[src/sch_pkg.sv]
// package: constants and types for the supervisory command handler
package sch_pkg;
  // ==========================================================
  // command codes
  localparam logic [7:0] CMD_RECAL     = 8'h62;
  localparam logic [7:0] CMD_LAST      = 8'h6C;
  localparam logic [7:0] CMD_RESET     = 8'h72;
  localparam logic [7:0] CMD_VERSION   = 8'h56;
  localparam logic [7:0] CMD_SIGNATURE = 8'h57;
  localparam logic [7:0] CMD_SLEEP     = 8'h5A;
  localparam logic [7:0] CMD_RATE      = 8'h11;
  localparam logic [7:0] CMD_SCOPESYNC = 8'h12;
  localparam logic [7:0] CMD_NOISESYNC = 8'h17;
  localparam logic [7:0] CMD_PUT       = 8'h70;
  localparam logic [7:0] CMD_GET       = 8'h67;
  localparam logic [7:0] NULL_BYTE     = 8'h00;
  // ==========================================================
  // operand limits and reset values
  localparam logic [7:0] RATE_MAX_SPI  = 8'h03;
  localparam logic [7:0] RATE_MAX_UART = 8'h04;
  localparam logic [2:0] RATE_RST      = 3'h0;
  localparam logic       SCOPESYNC_RST = 1'b0;
  localparam logic       NOISESYNC_RST = 1'b0;
  localparam logic       PUT_MODE_RST  = 1'b0;
  localparam logic [7:0] LAST_RST      = 8'h00;
  // ==========================================================
  // timing
  localparam longint CLK_HZ        = 25_000_000;
  localparam longint OPERAND_US    = 100_000;
  localparam longint RESET_DLY_US  = 16_000;
  localparam longint SLEEP_TO_US   = 2_000_000;
  localparam longint WAKE_LOW_NS   = 10_000;
  localparam int OPERAND_CYC   = int'(CLK_HZ * OPERAND_US / 1_000_000);
  localparam int RESET_DLY_CYC = int'(CLK_HZ * RESET_DLY_US / 1_000_000);
  localparam int SLEEP_TO_CYC  = int'(CLK_HZ * SLEEP_TO_US / 1_000_000);
  localparam int WAKE_LOW_CYC  = int'((CLK_HZ * WAKE_LOW_NS + 999_999_999) / 1_000_000_000);
  // ==========================================================
  // carriers
  typedef struct packed {
    logic       valid;
    logic [7:0] data;
  } sch_byte_t;

  typedef struct packed {
    logic [2:0] rate;
    logic       noise_sync;
  } sch_boot_cfg_t;
endpackage

[src/sch_top.sv]
// supervisory command interpreter for a capacitive keypanel sensor link
// How it works
// - recalibrate pulses recal of scoped keys, only in put mode.
// - recalibrate code 0x62 single byte, echoed back in put mode.
// - echo goes out at once; calibration runs after; progress by error queries.
// - recalibrate during calibration restarts it (fresh pulse).
// - last-command query returns previous byte; repeated query returns 0x6C.
// - reset needs 0x72 then 0x00 within 100 ms in put mode.
// - hard reset about 16 ms after reset echo sent.
// - reset echo not sent means no reset.
// - version query returns version byte.
// - signature query returns fixed part byte.
// - sleep needs 0x5A then 0x00 within 100 ms in put mode.
// - sleep code sent before sleeping and again after waking.
// - first sleep echo stuck for 2 s causes full reset.
// - wake after reset pin low 10 us; second echo; resume in get mode.
// - spi rate operand 0..3 selects master clock maximum.
// - receive path accepts host clock up to 3 MHz whatever rate set.
// - uart rate operand 0..4 selects 9600..57600 baud.
// - new rate applies only after a hard reset (reset command or stuck sleep echo).
// - scope sync output idles low, high around scoped bursts.
// - scope sync default off, volatile, set and read per scope.
// - noise sync put sets flag, get returns it, default off.
// - noise sync change applies after a hard reset (reset command or stuck sleep echo).
// - 0x70 selects put mode, 0x67 get mode, get default.
`timescale 1ns/1ps
`default_nettype none
module sch_top #(
  parameter logic [7:0] VERSION_CODE   = 8'h01, // arbitrary value
  parameter logic [7:0] SIGNATURE_CODE = 8'h5C, // arbitrary value
  parameter int         OPERAND_CYC    = sch_pkg::OPERAND_CYC,
  parameter int         RESET_DLY_CYC  = sch_pkg::RESET_DLY_CYC,
  parameter int         SLEEP_TO_CYC   = sch_pkg::SLEEP_TO_CYC
) (
  input  wire logic               clk_sys_in,
  input  wire logic               arst_n_in,
  input  wire sch_pkg::sch_byte_t rx_in,          // received byte from link
  input  wire logic               tx_ready_in,    // link can take a tx byte
  input  wire logic               uart_mode_in,   // 1 uart, 0 spi
  input  wire logic               rst_pin_n_in,   // device reset pin, async
  input  wire logic               burst_in,       // scoped keys acquiring
  input  wire logic               scope_sync_sel_in, // scoped key sync setting
  output logic                    tx_valid_out,
  output logic [7:0]              tx_data_out,
  output logic                    recal_out,      // one-cycle calibrate restart
  output logic                    scope_sync_wr_out,
  output logic                    scope_sync_val_out,
  output logic                    sync_pin_out,
  output logic [2:0]              rate_active_out,
  output logic                    noise_sync_active_out,
  output logic                    sleep_out,
  output logic                    hard_reset_out
);
  // ==========================================================
  // reset pin synchroniser (three flops, second and third agree)
  // a pin glitch shorter than one clock never counts
  logic       pin_s1_r;
  logic       pin_s2_r;
  logic       pin_s3_r;
  logic       pin_low_r;
  always_ff @(posedge clk_sys_in or negedge arst_n_in) begin
    if (!arst_n_in) begin
      pin_s1_r  <= 1'b1;
      pin_s2_r  <= 1'b1;
      pin_s3_r  <= 1'b1;
      pin_low_r <= 1'b0;
    end else begin
      pin_s1_r <= rst_pin_n_in;
      pin_s2_r <= pin_s1_r;
      pin_s3_r <= pin_s2_r;
      if (pin_s2_r == pin_s3_r) begin
        pin_low_r <= !pin_s2_r;
      end
    end
  end

  // ==========================================================
  // state
  typedef enum logic [2:0] {
    SCH_IDLE, SCH_WAIT_OP, SCH_RST_ECHO, SCH_RST_DLY,
    SCH_SLP_ECHO, SCH_ASLEEP, SCH_WAKE_ECHO
  } sch_state_t;

  sch_state_t st_r;
  logic [7:0] op_cmd_r;
  logic [31:0] tmr_r;
  logic       put_r;
  logic [7:0] last_r;
  logic [2:0] rate_r;
  logic       noise_r;
  logic       sync_on_r;
  logic       intl_rst_r;

  function automatic logic put_only(input logic [7:0] c);
    put_only = (c == sch_pkg::CMD_RECAL) || (c == sch_pkg::CMD_RESET) ||
               (c == sch_pkg::CMD_SLEEP) || (c == sch_pkg::CMD_RATE);
  endfunction

  wire logic rx_v = rx_in.valid;     // no rate limit on the receive side
  wire logic [7:0] rx_d = rx_in.data;
  // bytes that arrive while an answer is stalled get no answer and are not queued, but still set put/get and the last command
  wire logic tx_busy = tx_valid_out && !tx_ready_in;

  // ==========================================================
  // last command record
  always_ff @(posedge clk_sys_in or negedge arst_n_in) begin
    if (!arst_n_in) begin
      last_r <= sch_pkg::LAST_RST;
    end else if (intl_rst_r) begin
      last_r <= sch_pkg::LAST_RST;
    end else if (rx_v && st_r == SCH_IDLE) begin
      // operand bytes are not commands, so they are not recorded
      last_r <= rx_d;
    end
  end

  // ==========================================================
  // settings
  always_ff @(posedge clk_sys_in or negedge arst_n_in) begin
    if (!arst_n_in) begin
      put_r     <= sch_pkg::PUT_MODE_RST;
      rate_r    <= sch_pkg::RATE_RST;
      noise_r   <= sch_pkg::NOISESYNC_RST;
      sync_on_r <= sch_pkg::SCOPESYNC_RST;
    end else if (intl_rst_r) begin
      put_r     <= sch_pkg::PUT_MODE_RST;
      sync_on_r <= sch_pkg::SCOPESYNC_RST;
    end else if (st_r == SCH_WAKE_ECHO) begin
      put_r <= 1'b0;
    end else if (rx_v && st_r == SCH_IDLE) begin
      if (rx_d == sch_pkg::CMD_PUT) put_r <= 1'b1;
      if (rx_d == sch_pkg::CMD_GET) put_r <= 1'b0;
    end else if (rx_v && st_r == SCH_WAIT_OP && put_r) begin
      unique case (op_cmd_r)
        sch_pkg::CMD_RATE: begin
          // an unlisted operand is echoed but leaves the stored rate alone
          if (rx_d <= (uart_mode_in ? sch_pkg::RATE_MAX_UART
                                    : sch_pkg::RATE_MAX_SPI)) begin
            rate_r <= rx_d[2:0];
          end
        end
        sch_pkg::CMD_NOISESYNC: begin
          if (rx_d[7:1] == 7'h00) noise_r <= rx_d[0];
        end
        sch_pkg::CMD_SCOPESYNC: begin
          if (rx_d[7:1] == 7'h00) sync_on_r <= rx_d[0];
        end
        default: ;
      endcase
    end
  end

  // boot-time copy: rate and noise sync only latch on (re)start
  // reloaded on the hard reset too, which is when a new setting may apply
  sch_pkg::sch_boot_cfg_t boot_r;
  logic boot_done_r;
  always_ff @(posedge clk_sys_in or negedge arst_n_in) begin
    if (!arst_n_in) begin
      boot_r      <= '0;
      boot_done_r <= 1'b0;
    end else if (!boot_done_r || intl_rst_r) begin
      boot_r.rate       <= rate_r;
      boot_r.noise_sync <= noise_r;
      boot_done_r       <= 1'b1;
    end
  end
  always_ff @(posedge clk_sys_in or negedge arst_n_in) begin
    if (!arst_n_in) begin
      rate_active_out       <= sch_pkg::RATE_RST;
      noise_sync_active_out <= sch_pkg::NOISESYNC_RST;
    end else begin
      rate_active_out       <= boot_r.rate;
      noise_sync_active_out <= boot_r.noise_sync;
    end
  end

  // ==========================================================
  // command sequencer and tx
  always_ff @(posedge clk_sys_in or negedge arst_n_in) begin
    if (!arst_n_in) begin
      st_r              <= SCH_IDLE;
      op_cmd_r          <= 8'h00;
      tmr_r             <= 32'h0000_0000;
      tx_valid_out      <= 1'b0;
      tx_data_out       <= 8'h00;
      recal_out         <= 1'b0;
      scope_sync_wr_out <= 1'b0;
      scope_sync_val_out<= 1'b0;
      sleep_out         <= 1'b0;
      intl_rst_r        <= 1'b0;
    end else if (intl_rst_r) begin
      // hard reset: volatile state restarts, stored rate and noise sync survive
      st_r              <= SCH_IDLE;
      op_cmd_r          <= 8'h00;
      tmr_r             <= 32'h0000_0000;
      tx_valid_out      <= 1'b0;
      tx_data_out       <= 8'h00;
      recal_out         <= 1'b0;
      scope_sync_wr_out <= 1'b0;
      scope_sync_val_out<= 1'b0;
      sleep_out         <= 1'b0;
      intl_rst_r        <= 1'b0;
    end else begin
      recal_out         <= 1'b0;
      scope_sync_wr_out <= 1'b0;
      if (tx_valid_out && tx_ready_in && st_r != SCH_SLP_ECHO &&
          st_r != SCH_RST_ECHO) begin
        tx_valid_out <= 1'b0;
      end
      unique case (st_r)
        SCH_IDLE: begin
          if (rx_v && !tx_busy) begin
            tx_valid_out <= 1'b1;
            tx_data_out  <= rx_d;          // default echo
            if (rx_d == sch_pkg::CMD_RECAL) begin
              if (put_r) begin
                recal_out <= 1'b1;
              end else begin
                tx_valid_out <= 1'b0;       // no echo in get mode
              end
            end else if (rx_d == sch_pkg::CMD_LAST) begin
              tx_data_out <= (last_r == sch_pkg::CMD_LAST) ? sch_pkg::CMD_LAST
                                                           : last_r;
            end else if (rx_d == sch_pkg::CMD_VERSION) begin
              tx_data_out <= VERSION_CODE;
            end else if (rx_d == sch_pkg::CMD_SIGNATURE) begin
              tx_data_out <= SIGNATURE_CODE;
            end else if (rx_d == sch_pkg::CMD_NOISESYNC && !put_r) begin
              tx_data_out <= {7'h00, noise_r};
            end else if (rx_d == sch_pkg::CMD_SCOPESYNC && !put_r) begin
              tx_data_out <= {7'h00, scope_sync_sel_in};
            end else if (put_r && (rx_d == sch_pkg::CMD_RESET ||
                         rx_d == sch_pkg::CMD_SLEEP || rx_d == sch_pkg::CMD_RATE ||
                         rx_d == sch_pkg::CMD_NOISESYNC ||
                         rx_d == sch_pkg::CMD_SCOPESYNC)) begin
              tx_valid_out <= 1'b0;        // echo after operand
              op_cmd_r     <= rx_d;
              tmr_r        <= 32'h0000_0000;
              st_r         <= SCH_WAIT_OP;
            end else if (put_only(rx_d) && !put_r) begin
              tx_valid_out <= 1'b0;
            end
          end
        end
        SCH_WAIT_OP: begin
          // any byte ends the wait: nothing may come between code and operand
          tmr_r <= tmr_r + 32'h0000_0001;
          if (rx_v) begin
            st_r <= SCH_IDLE;
            if (op_cmd_r == sch_pkg::CMD_RESET && rx_d == sch_pkg::NULL_BYTE) begin
              st_r <= SCH_RST_ECHO;
            end else if (op_cmd_r == sch_pkg::CMD_SLEEP &&
                         rx_d == sch_pkg::NULL_BYTE) begin
              st_r <= SCH_SLP_ECHO;
            end else if (op_cmd_r == sch_pkg::CMD_SCOPESYNC) begin
              tx_valid_out       <= 1'b1;
              tx_data_out        <= op_cmd_r;
              scope_sync_wr_out  <= 1'b1;
              scope_sync_val_out <= rx_d[0];
            end else if (op_cmd_r != sch_pkg::CMD_RESET &&
                         op_cmd_r != sch_pkg::CMD_SLEEP) begin
              tx_valid_out <= 1'b1;
              tx_data_out  <= op_cmd_r;
            end
            tmr_r <= 32'h0000_0000;
          end else if (tmr_r >= 32'(OPERAND_CYC - 1)) begin
            st_r <= SCH_IDLE;              // abandoned
          end
        end
        SCH_RST_ECHO: begin
          // the echo must leave first, else the host never learns of the reset
          tx_valid_out <= 1'b1;
          tx_data_out  <= sch_pkg::CMD_RESET;
          tmr_r        <= tmr_r + 32'h0000_0001;
          if (tx_ready_in) begin
            tx_valid_out <= 1'b0;
            tmr_r        <= 32'h0000_0000;
            st_r         <= SCH_RST_DLY;
          end else if (tmr_r >= 32'(OPERAND_CYC - 1)) begin
            tx_valid_out <= 1'b0;          // give up, no reset
            st_r         <= SCH_IDLE;
          end
        end
        SCH_RST_DLY: begin
          tmr_r <= tmr_r + 32'h0000_0001;
          if (tmr_r >= 32'(RESET_DLY_CYC - 1)) begin
            intl_rst_r <= 1'b1;
          end
        end
        SCH_SLP_ECHO: begin
          // a host that never takes the echo must not lock the device up
          tx_valid_out <= 1'b1;
          tx_data_out  <= sch_pkg::CMD_SLEEP;
          tmr_r        <= tmr_r + 32'h0000_0001;
          if (tx_ready_in) begin
            tx_valid_out <= 1'b0;
            sleep_out    <= 1'b1;
            tmr_r        <= 32'h0000_0000;
            st_r         <= SCH_ASLEEP;
          end else if (tmr_r >= 32'(SLEEP_TO_CYC - 1)) begin
            intl_rst_r <= 1'b1;            // stuck slave select
          end
        end
        SCH_ASLEEP: begin
          // the wake count restarts whenever the pin goes high again
          tmr_r <= pin_low_r ? tmr_r + 32'h0000_0001 : 32'h0000_0000;
          if (pin_low_r && tmr_r >= 32'(sch_pkg::WAKE_LOW_CYC - 1)) begin
            sleep_out <= 1'b0;
            st_r      <= SCH_WAKE_ECHO;
          end
        end
        SCH_WAKE_ECHO: begin
          // the host learns of the wake only from this second echo
          tx_valid_out <= 1'b1;
          tx_data_out  <= sch_pkg::CMD_SLEEP;
          st_r         <= SCH_IDLE;
        end
      endcase
    end
  end

  // one-cycle strobe telling the keys and the link to restart
  always_ff @(posedge clk_sys_in or negedge arst_n_in) begin
    if (!arst_n_in) begin
      hard_reset_out <= 1'b0;
    end else begin
      hard_reset_out <= intl_rst_r;
    end
  end

  // ==========================================================
  // scope sync pin: bursts are the scoped keys' own, so no per-key work here
  always_ff @(posedge clk_sys_in or negedge arst_n_in) begin
    if (!arst_n_in) begin
      sync_pin_out <= 1'b0;
    end else begin
      sync_pin_out <= (sync_on_r || scope_sync_sel_in) && burst_in;
    end
  end
  // receive bytes come in already framed, at whatever rate the host chose
endmodule
`default_nettype wire

[config.mk]
export PLATFORM = sky130hd
export DESIGN_NAME = sch_top
export DESIGN_NICKNAME = d
export VERILOG_FILES = /design/src/sch_pkg.sv /design/src/sch_top.sv
export SDC_FILE = /design/constraint.sdc
export NUM_CORES = 1
export LEC_CHECK = 0
export BUFFER_PORTS_ARGS = -buffer_cell sky130_fd_sc_hd__buf_4
export CORE_ASPECT_RATIO = 1.4
export CORE_UTILIZATION = 55
export DETAILED_ROUTE_END_ITERATION = 6
export PLACE_DENSITY = 0.76
export SYNTH_ARGS = -nofsm -noshare
export SYNTH_HDL_FRONTEND = slang
export SYNTH_SLANG_ARGS = --single-unit
export TNS_END_PERCENT = 1
[constraint.sdc]
create_clock -name clk_sys_in -period 5.15 [get_ports clk_sys_in]
set_input_delay 0.515 -clock clk_sys_in [delete_from_list [all_inputs] [get_ports clk_sys_in]]
set_output_delay 0.515 -clock clk_sys_in [all_outputs]
set_load 0.01 [all_outputs]
==> metrics.txt, run 1 <==
cts hold-fix bufs 1; most used cell, CP o21ai_0; asr flop ratio synth 1.00; Mean Syn Cell Area 8.80 µm²; final hold viol count 0; number of fill cells 781; CTS Buf Count 9; crit end category flip-flop; CTS tree done; sequential fraction of the synthesis area 0.423; CTS Buffer Depth 2; synth warn 0; Logic pwr share 0.258; Crit path max-delay family compound AO/OA/AOI/OAI gates; DRT antenna net count 0; Synth cell types 80; first-pass GRT wire length 22,200 µm; Slowest cell on crit path a221oi_4; vias per cell 6.57; grt total ovfl 0; DR vias 4,625; drt wl/cell 19.0 µm; Total Wirelength 13,400 µm; critical path type reg2reg; Root Driver clkbuf_16; Power Internal 1400 µW; pwr/cell area 367 nW/µm²; Fmax 357 MHz; starting density of the core 0.565; EDFF count, synth 0; CP max FO 27; Worst Skew 0.00677 ns; Cell Rows 41; Die ar. 9660 µm²; RSZ-0062 raised after global routing no; H-tree Lvls 3; Clock Latency Late Sink 0.35 ns; Total GRT Usage 0.292; Final Wtd Congestion 0.938; vias in the first global route 4,541; Hold Path Class in2reg; DR iter-0 viols 452; DRC viols 0; CP cell instances or3_1 -> a221oi_4 -> o21ai_0 -> o21ai_0; detailed placer's ending HPWL 9220 µm; Pins Over Slew Limit 0; final cell utilization of the core 0.628; endpoints failing setup 0; DP Area 5340 µm²; Layout area overhead 11.3%; share of cells above drive strength 1 0.144; Buf/Inv on CP 0; final instance area 5670 µm²; TNS Setup 0 ns; die height 116 µm; leakage power 0.00250 µW; largest net degree at the start of global routing 75; Worst Slack Setup Final 2.35 ns; # IOs 35; IR Drop Worst-Case VDD 0.302 mV; cells after synthesis 579; pre-CTS setup slack 2.47 ns; CP peak stage delay 1.05 ns; initial antenna violation count 0; Pre-antenna DRT Iters 5; Netlist Area Pre-Place 5100 µm²; CTS Sinks 86; Die W 83.4 µm; clock slew at reported path FFs 0.07 ns; Max Cap Violations 0; Required @ worst endpoint 5.41 ns; total power 2080 µW; post-CTS setup buffer count 0; core area 9030 µm²; register share of total power 0.398; Port Buffers 34; status complete, no violations; worst endpoint data arrival time 3.06 ns; switch share 0.327; Worst-Margin Slew 1.16 ns; NumNets Final 614; crit path launch type flip-flop; fin crit share 0.544; Net Sw Power 681 µW; flops & latches, synth 86; Rel. slew slack 0.224; n_diodes 0; min Tclk post-route 2.80 ns; clock power share 0.344; Main synth FF type dfrtp_1; post-cts sizing count 0; syn_nets 601
## worst reg2reg max path, cell delays in order, from the launching register on
cell	delay, ns
dfrtp_1	0.60
or3_1	0.61
a221oi_4	1.05
o21ai_0	0.29
o21ai_0	0.15
## metrics by stage
stage / cells / hold slack (ns)
6_report: 704 / 0.273
5_1_grt: 704 / 0.272
4_1_cts: 704 / 0.271
3_5_place_dp: 687 / 0.347
3_3_place_gp: 687 / 0.347
2_1_floorplan: 579 / 0.219
## power groups by stage
stage          Clock [µW]  Combinational, µW  Sequential, µW
2_1_floorplan           0                377             830
3_3_place_gp            0                520             836
6_report              716                537             828
3_5_place_dp            0                532             840
4_1_cts               726                535             828
5_1_grt               750                598             839
## state kept, by name, indices dropped and copies added, names as in the netlist, 3 cells and up
signal / count
boot_r: 4
last_r: 8
op_cmd_r: 8
rate_active_out: 3
rate_r: 3
st_r: 3
tmr_r: 32
tx_data_out: 8
## final timing paths
kind / from / end / slack (ns) / cells after the start
worst max-delay path: st_r[2] / tmr_r[28] / 2.35 / 4
worst min-delay path: rst_pin_n_in / pin_s1_r / 0.27 / 1
worst max register to register: st_r[2] / tmr_r[28] / 2.35 / 4
worst min register to register: pin_s1_r / pin_s2_r / 0.36 / 0
max in group asynchronous: arst_n_in / tmr_r[17] / 3.42 / 3
min in group asynchronous: arst_n_in / rate_active_out[1] / 0.54 / 2
## synthesized netlist by cell type, types with 4 or more instances
cell,n,share of area
or4_1,4,0.0059
a31oi_1,10,0.012
nor2b_1,6,0.0074
and3_1,9,0.011
a21o_1,4,0.0059
inv_1,23,0.017
nand2_1,56,0.041
buf_1,4,0.0029
nor3b_1,6,0.0088
nand2b_1,5,0.0061
o21ai_0,37,0.036
mux2i_1,10,0.020
buf_2,11,0.011
mux2_2,10,0.022
ha_1,6,0.015
o21ai_1,10,0.0098
dfrtp_1,83,0.41
or3_1,4,0.0049
o211ai_1,5,0.0074
or2_2,4,0.0049
nor3_1,17,0.017
clkbuf_1,17,0.013
nor4_1,13,0.016
nand4_1,12,0.015
o22ai_1,5,0.0061
nor2_1,50,0.037
nand3_1,27,0.027
a21oi_1,48,0.047
## final cells by class
class,count,area [µm²],area share
tap,107,134,0.0236
multi-input combinational,433,2680,0.472
inverter,24,90.1,0.0159
timing repair buffer,38,288,0.0507
sequential,86,2160,0.380
clock buffer,9,225,0.0397
clock inverter,7,103,0.0181
## cell families after synthesis
family	count (synthesis)	synth area share
AND/OR/NAND/NOR	240	0.253
AO/OA/AOI/OAI	161	0.207
flip-flops	86	0.423
buffers and inverters	60	0.0515
multiplexers	20	0.0417
adder cells (fa/ha/maj)	6	0.0147
XOR/XNOR	5	0.00859
other	1	0.000736
## routing by layer
layer	vias up	GRT usage	part of all wire
met5	-	0	0
met4	0	0.193	0.044
met3	54	0.0434	0.048
met2	185	0.514	0.51
met1	2234	0.332	0.39
li1	2152	-	-
## cell usage in the layout (no fill, tap or decap), drive strengths merged, types with 6 or more instances in the layout
| master | n |
|---|---|
| nor3b | 6 |
| mux2i | 10 |
| ha | 6 |
| mux2 | 10 |
| and3 | 9 |
| clkbuf | 9 |
| a31oi | 10 |
| nor4 | 14 |
| nor3 | 20 |
| a21oi | 48 |
| buf | 37 |
| nor2b | 6 |
| dfrtp | 83 |
| nor2 | 51 |
| o21ai | 48 |
| or2 | 7 |
| nand4 | 13 |
| nand2 | 57 |
| nand3 | 27 |
| inv | 26 |
Power figures use the tool's default switching activity.
==> run 2: changes to the inputs <==
==> constraint.sdc (replaced) <==
create_clock -name clk_sys_in -period 2.7 [get_ports clk_sys_in]
set_input_delay 0.27 -clock clk_sys_in [delete_from_list [all_inputs] [get_ports clk_sys_in]]
set_output_delay 0.27 -clock clk_sys_in [all_outputs]
set_load 0.01 [all_outputs]
==> metrics.txt, run 2 (synthesis results as in run 1) <==
Layout area overhead 13.5%; Total Wirelength 13,500 µm; Logic pwr share 0.274; stages on the worst setup path 4; pwr/cell area 700 nW/µm²; share of cells above drive strength 1 0.167; clock slew at reported path FFs 0.06 ns; Max Cap Violations 0; CP peak stage delay 1.02 ns; switch share 0.326; status complete, no violations; CTS Buffer Depth 2; CTS Buf Count 9; Pre-antenna DRT Iters 5; H-tree Lvls 3; most used cell, CP o21ai_0; DP Area 5460 µm²; endpoints failing setup 0; RSZ-0062 raised after global routing no; initial antenna violation count 0; crit path launch type flip-flop; leakage power 0.00258 µW; Total GRT Usage 0.290; detailed placer's ending HPWL 9750 µm; Rel. slew slack 0.239; register share of total power 0.388; CTS Sinks 86; number of fill cells 783; Root Driver clkbuf_16; fin crit share 0.916; Net Sw Power 1320 µW; final instance area 5780 µm²; Final Wtd Congestion 0.906; CP max FO 27; post-CTS setup buffer count 0; Reg2Reg Depth 4; Largest register FFs 32; worst setup path end tmr_r[26]; Fmax 405 MHz; final hold viol count 0; pre-CTS setup slack 0.296 ns; Crit path max-delay family compound AO/OA/AOI/OAI gates; Worst Slack Setup Final 0.228 ns; first-pass GRT wire length 22,000 µm; post-cts sizing count 0; TNS Setup 0 ns; die height 116 µm; Die W 83.4 µm; worst endpoint data arrival time 2.73 ns; Required @ worst endpoint 2.96 ns; vias per cell 6.50; hold path cells 1; grt total ovfl 0; Worst R2R End tmr_r[26]; flop2flop setup slack 0.23 ns; FF-to-FF Start st_r[0]; crit end category flip-flop; Buf/Inv on CP 0; Worst Skew 0.00879 ns; DRC viols 0; critical path type reg2reg; drt wl/cell 18.8 µm; largest net degree at the start of global routing 86; # IOs 35; Pins Over Slew Limit 0; Worst Setup SP st_r[0]; vias in the first global route 4,553; DRT antenna net count 0; Slowest cell on crit path a221oi_4; min Tclk post-route 2.47 ns; IR Drop Worst-Case VDD 0.764 mV; Hold Path Class in2reg; Power Internal 2730 µW; Die ar. 9660 µm²; DR iter-0 viols 256; Port Buffers 34; NumNets Final 629; Clock Latency Late Sink 0.34 ns; n_diodes 0; core area 9030 µm²; Worst-Margin Slew 1.14 ns; starting density of the core 0.565; CP cell instances or3_1 -> a221oi_4 -> o21ai_0 -> o21ai_0; Largest Register tmr_r; clock power share 0.338; Cell Rows 41; most frequent cells in the layout dfrtp_1, nand2_1, buf_4; DR vias 4,671; cts hold-fix bufs 0; most common cell after layout, fill and taps aside dfrtp_1; CTS tree done
==> run 2: cell count changes in the layout (fill, tap and decap cells not counted), sizes merged <==
cell,change
buf,+16
dlygate4sd3,-1
==> run 2: per-stage QoR <==
| stage | hold WS [ns] | power, µW | std cells | util |
|---|---|---|---|---|
| after global placement | 0.347 | 2650 | 703 | 0.604 |
| after CTS | 0.0246 | 4070 | 719 | 0.641 |
| after global routing | 0.0207 | 4250 | 719 | 0.641 |
| final | 0.0307 | 4050 | 719 | 0.641 |
| after detailed placement | 0.350 | 2700 | 703 | 0.604 |
| after floorplan | -0.0256 | 2300 | 579 | - |
==> run 2: worst min path at each step <==
stage	slack, ns	end	from
4_1_cts	0.02	pin_s1_r	rst_pin_n_in
2_1_floorplan	-0.03	boot_done_r	arst_n_in
5_1_grt	0.02	pin_s1_r	rst_pin_n_in
6_report	0.03	pin_s1_r	rst_pin_n_in
3_5_place_dp	0.35	pin_s2_r	pin_s1_r
3_3_place_gp	0.35	pin_s2_r	pin_s1_r
==> run 2: final cells by class <==
type | instances | area (µm²) | share of cell area
repair buffers | 53 | 398 | 0.0688
flip-flops and latches | 86 | 2160 | 0.373
multi-input cells | 433 | 2680 | 0.463
clock buffers | 9 | 225 | 0.0389
well taps | 107 | 134 | 0.0231
inverters | 24 | 90.1 | 0.0156
clock inverters | 7 | 103 | 0.0177
==> run 2: metal layers <==
metal  track usage  routed length (µm)  up-vias
li1              -                   -     2186
met4         0.174                 635        0
met1         0.321                5260     2302
met2         0.528                7140      141
met3        0.0470                 511       42
met5             0                   0        -
==> run 2: power by group through the flow <==
stage / clock [µW] / combinational [µW] / sequential, µW
2_1_floorplan: 0 / 719 / 1580
3_3_place_gp: 0 / 1070 / 1580
3_5_place_dp: 0 / 1100 / 1600
4_1_cts: 1390 / 1110 / 1570
5_1_grt: 1440 / 1220 / 1590
6_report: 1370 / 1110 / 1570
==> run 3: changes to the inputs <==
--- a/config.mk
+++ b/config.mk
@@ -7,9 +7,9 @@
 export LEC_CHECK = 0
 export BUFFER_PORTS_ARGS = -buffer_cell sky130_fd_sc_hd__buf_4
 export CORE_ASPECT_RATIO = 1.4
-export CORE_UTILIZATION = 55
+export CORE_UTILIZATION = 61
 export DETAILED_ROUTE_END_ITERATION = 6
-export PLACE_DENSITY = 0.76
+export PLACE_DENSITY = 0.82
 export SYNTH_ARGS = -nofsm -noshare
 export SYNTH_HDL_FRONTEND = slang
 export SYNTH_SLANG_ARGS = --single-unit
==> metrics.txt, run 3 (synthesis results as in run 1) <==
Root Driver clkbuf_16; CTS Sinks 86; register share of total power 0.398; Layout area overhead 12.2%; Fmax 416 MHz; Worst Skew 0.00839 ns; Cell Rows 39; Clock Latency Late Sink 0.35 ns; min Tclk post-route 2.40 ns; Port Buffers 34; Power Internal 2550 µW; starting density of the core 0.626; # IOs 35; cts hold-fix bufs 0; detailed placer's ending HPWL 9710 µm; RSZ-0062 raised after global routing no; Worst-Margin Slew 1.09 ns; crit end category flip-flop; CTS tree done; switch share 0.352; Worst Setup SP st_r[0]; Final Wtd Congestion 0.937; drt wl/cell 19.8 µm; crit path launch type flip-flop; Reg2Reg Depth 4; Logic pwr share 0.287; Hold Path Class in2reg; vias in the first global route 4,662; IR Drop Worst-Case VDD 0.561 mV; n_diodes 0; Max Cap Violations 0; NumNets Final 625; largest net degree at the start of global routing 87; CP max FO 13; worst setup path end tmr_r[18]; failing checks design-rule violations; DR vias 4,740; leakage power 0.00254 µW; post-CTS setup buffer count 0; Die W 79.3 µm; DR iter-0 viols 424; fin crit share 0.890; share of cells above drive strength 1 0.161; Worst R2R End tmr_r[18]; post-cts sizing count 0; Required @ worst endpoint 2.97 ns; clock slew at reported path FFs 0.07 ns; first-pass GRT wire length 22,900 µm; flop2flop setup slack 0.30 ns; die height 110 µm; Pre-antenna DRT Iters 7; grt total ovfl 0; Total GRT Usage 0.346; Die ar. 8730 µm²; core area 8150 µm²; H-tree Lvls 3; Largest Register tmr_r; Largest register FFs 32; initial antenna violation count 0; DRC viols 2; TNS Setup 0 ns; Finished Layout Cells 710; most frequent cells in the layout dfrtp_1, nand2_1, nor2_1; endpoints failing setup 0; vias per cell 6.68; clock power share 0.315; Net Sw Power 1380 µW; critical path type reg2reg; most common cell after layout, fill and taps aside dfrtp_1; CTS Buffer Depth 2; pwr/cell area 688 nW/µm²; Total Wirelength 14,100 µm; worst endpoint data arrival time 2.68 ns; Pins Over Slew Limit 0; DRT antenna net count 0; status complete, but fails checks; Rel. slew slack 0.273; placed cells 693; FF-to-FF Start st_r[0]; final hold viol count 0; CTS Buf Count 9
## run 3: changes by cell type in the layout (fill, tap and decap cells not counted), sizes merged
cell	previous run	this run
clkinvlp	1	0
clkinv	2	1
bufinv	2	0
inv	26	30
a221oi	4	5
buf	53	48
## run 3: worst min path at each step
stage                 startpoint           to  cells past startpoint
CTS                 rst_pin_n_in     pin_s1_r                      1
global placement        pin_s1_r     pin_s2_r                      0
finish              rst_pin_n_in     pin_s1_r                      1
detailed placement      pin_s1_r     pin_s2_r                      0
floorplan              arst_n_in  boot_done_r                      0
global route        rst_pin_n_in     pin_s1_r                      1
## run 3: cell type report
type                            count  area (µm²)
Multi-Input combinational cell    434        2690
Clock buffer                        9         225
Fill cell                         666        2430
Timing Repair Buffer               48         360
Tap cell                          102         128
Inverter                           24        90.1
Sequential cell                    86        2160
Clock inverter                      7        66.3
## run 3: power groups by stage
stage                     Combinational, µW  Clock (µW)  Sequential (µW)
after detailed placement               1100           0             1590
final                                  1130        1240             1570
after global routing                   1250        1310             1590
after CTS                              1100        1250             1570
after floorplan                         719           0             1580
after global placement                 1060           0             1580
## run 3: stage by stage
stage / instance area [µm²] / power [µW] / hold slack [ns] / setup slack [ns] / util
2_1_floorplan: 5100 / 2300 / -0.0256 / 0.806 / -
3_3_place_gp: 5410 / 2640 / 0.345 / 0.307 / 0.664
3_5_place_dp: 5410 / 2690 / 0.349 / 0.141 / 0.664
4_1_cts: 5700 / 3920 / 0.0166 / 0.131 / 0.700
5_1_grt: 5720 / 4150 / 0.0122 / 0.179 / 0.702
6_report: 5720 / 3940 / 0.0239 / 0.297 / 0.702
## run 3: critical path: stages (launching register included)
cell and delay [ns]:
dfrtp_1 0.47, or3_1 0.61, a221oi_2 0.97, o21ai_1 0.16, o21ai_1 0.11
## run 3: layer usage
metal,share of wire,track usage
met1,0.38,0.394
met2,0.52,0.613
met3,0.051,0.0675
met4,0.041,0.181
met5,0,0
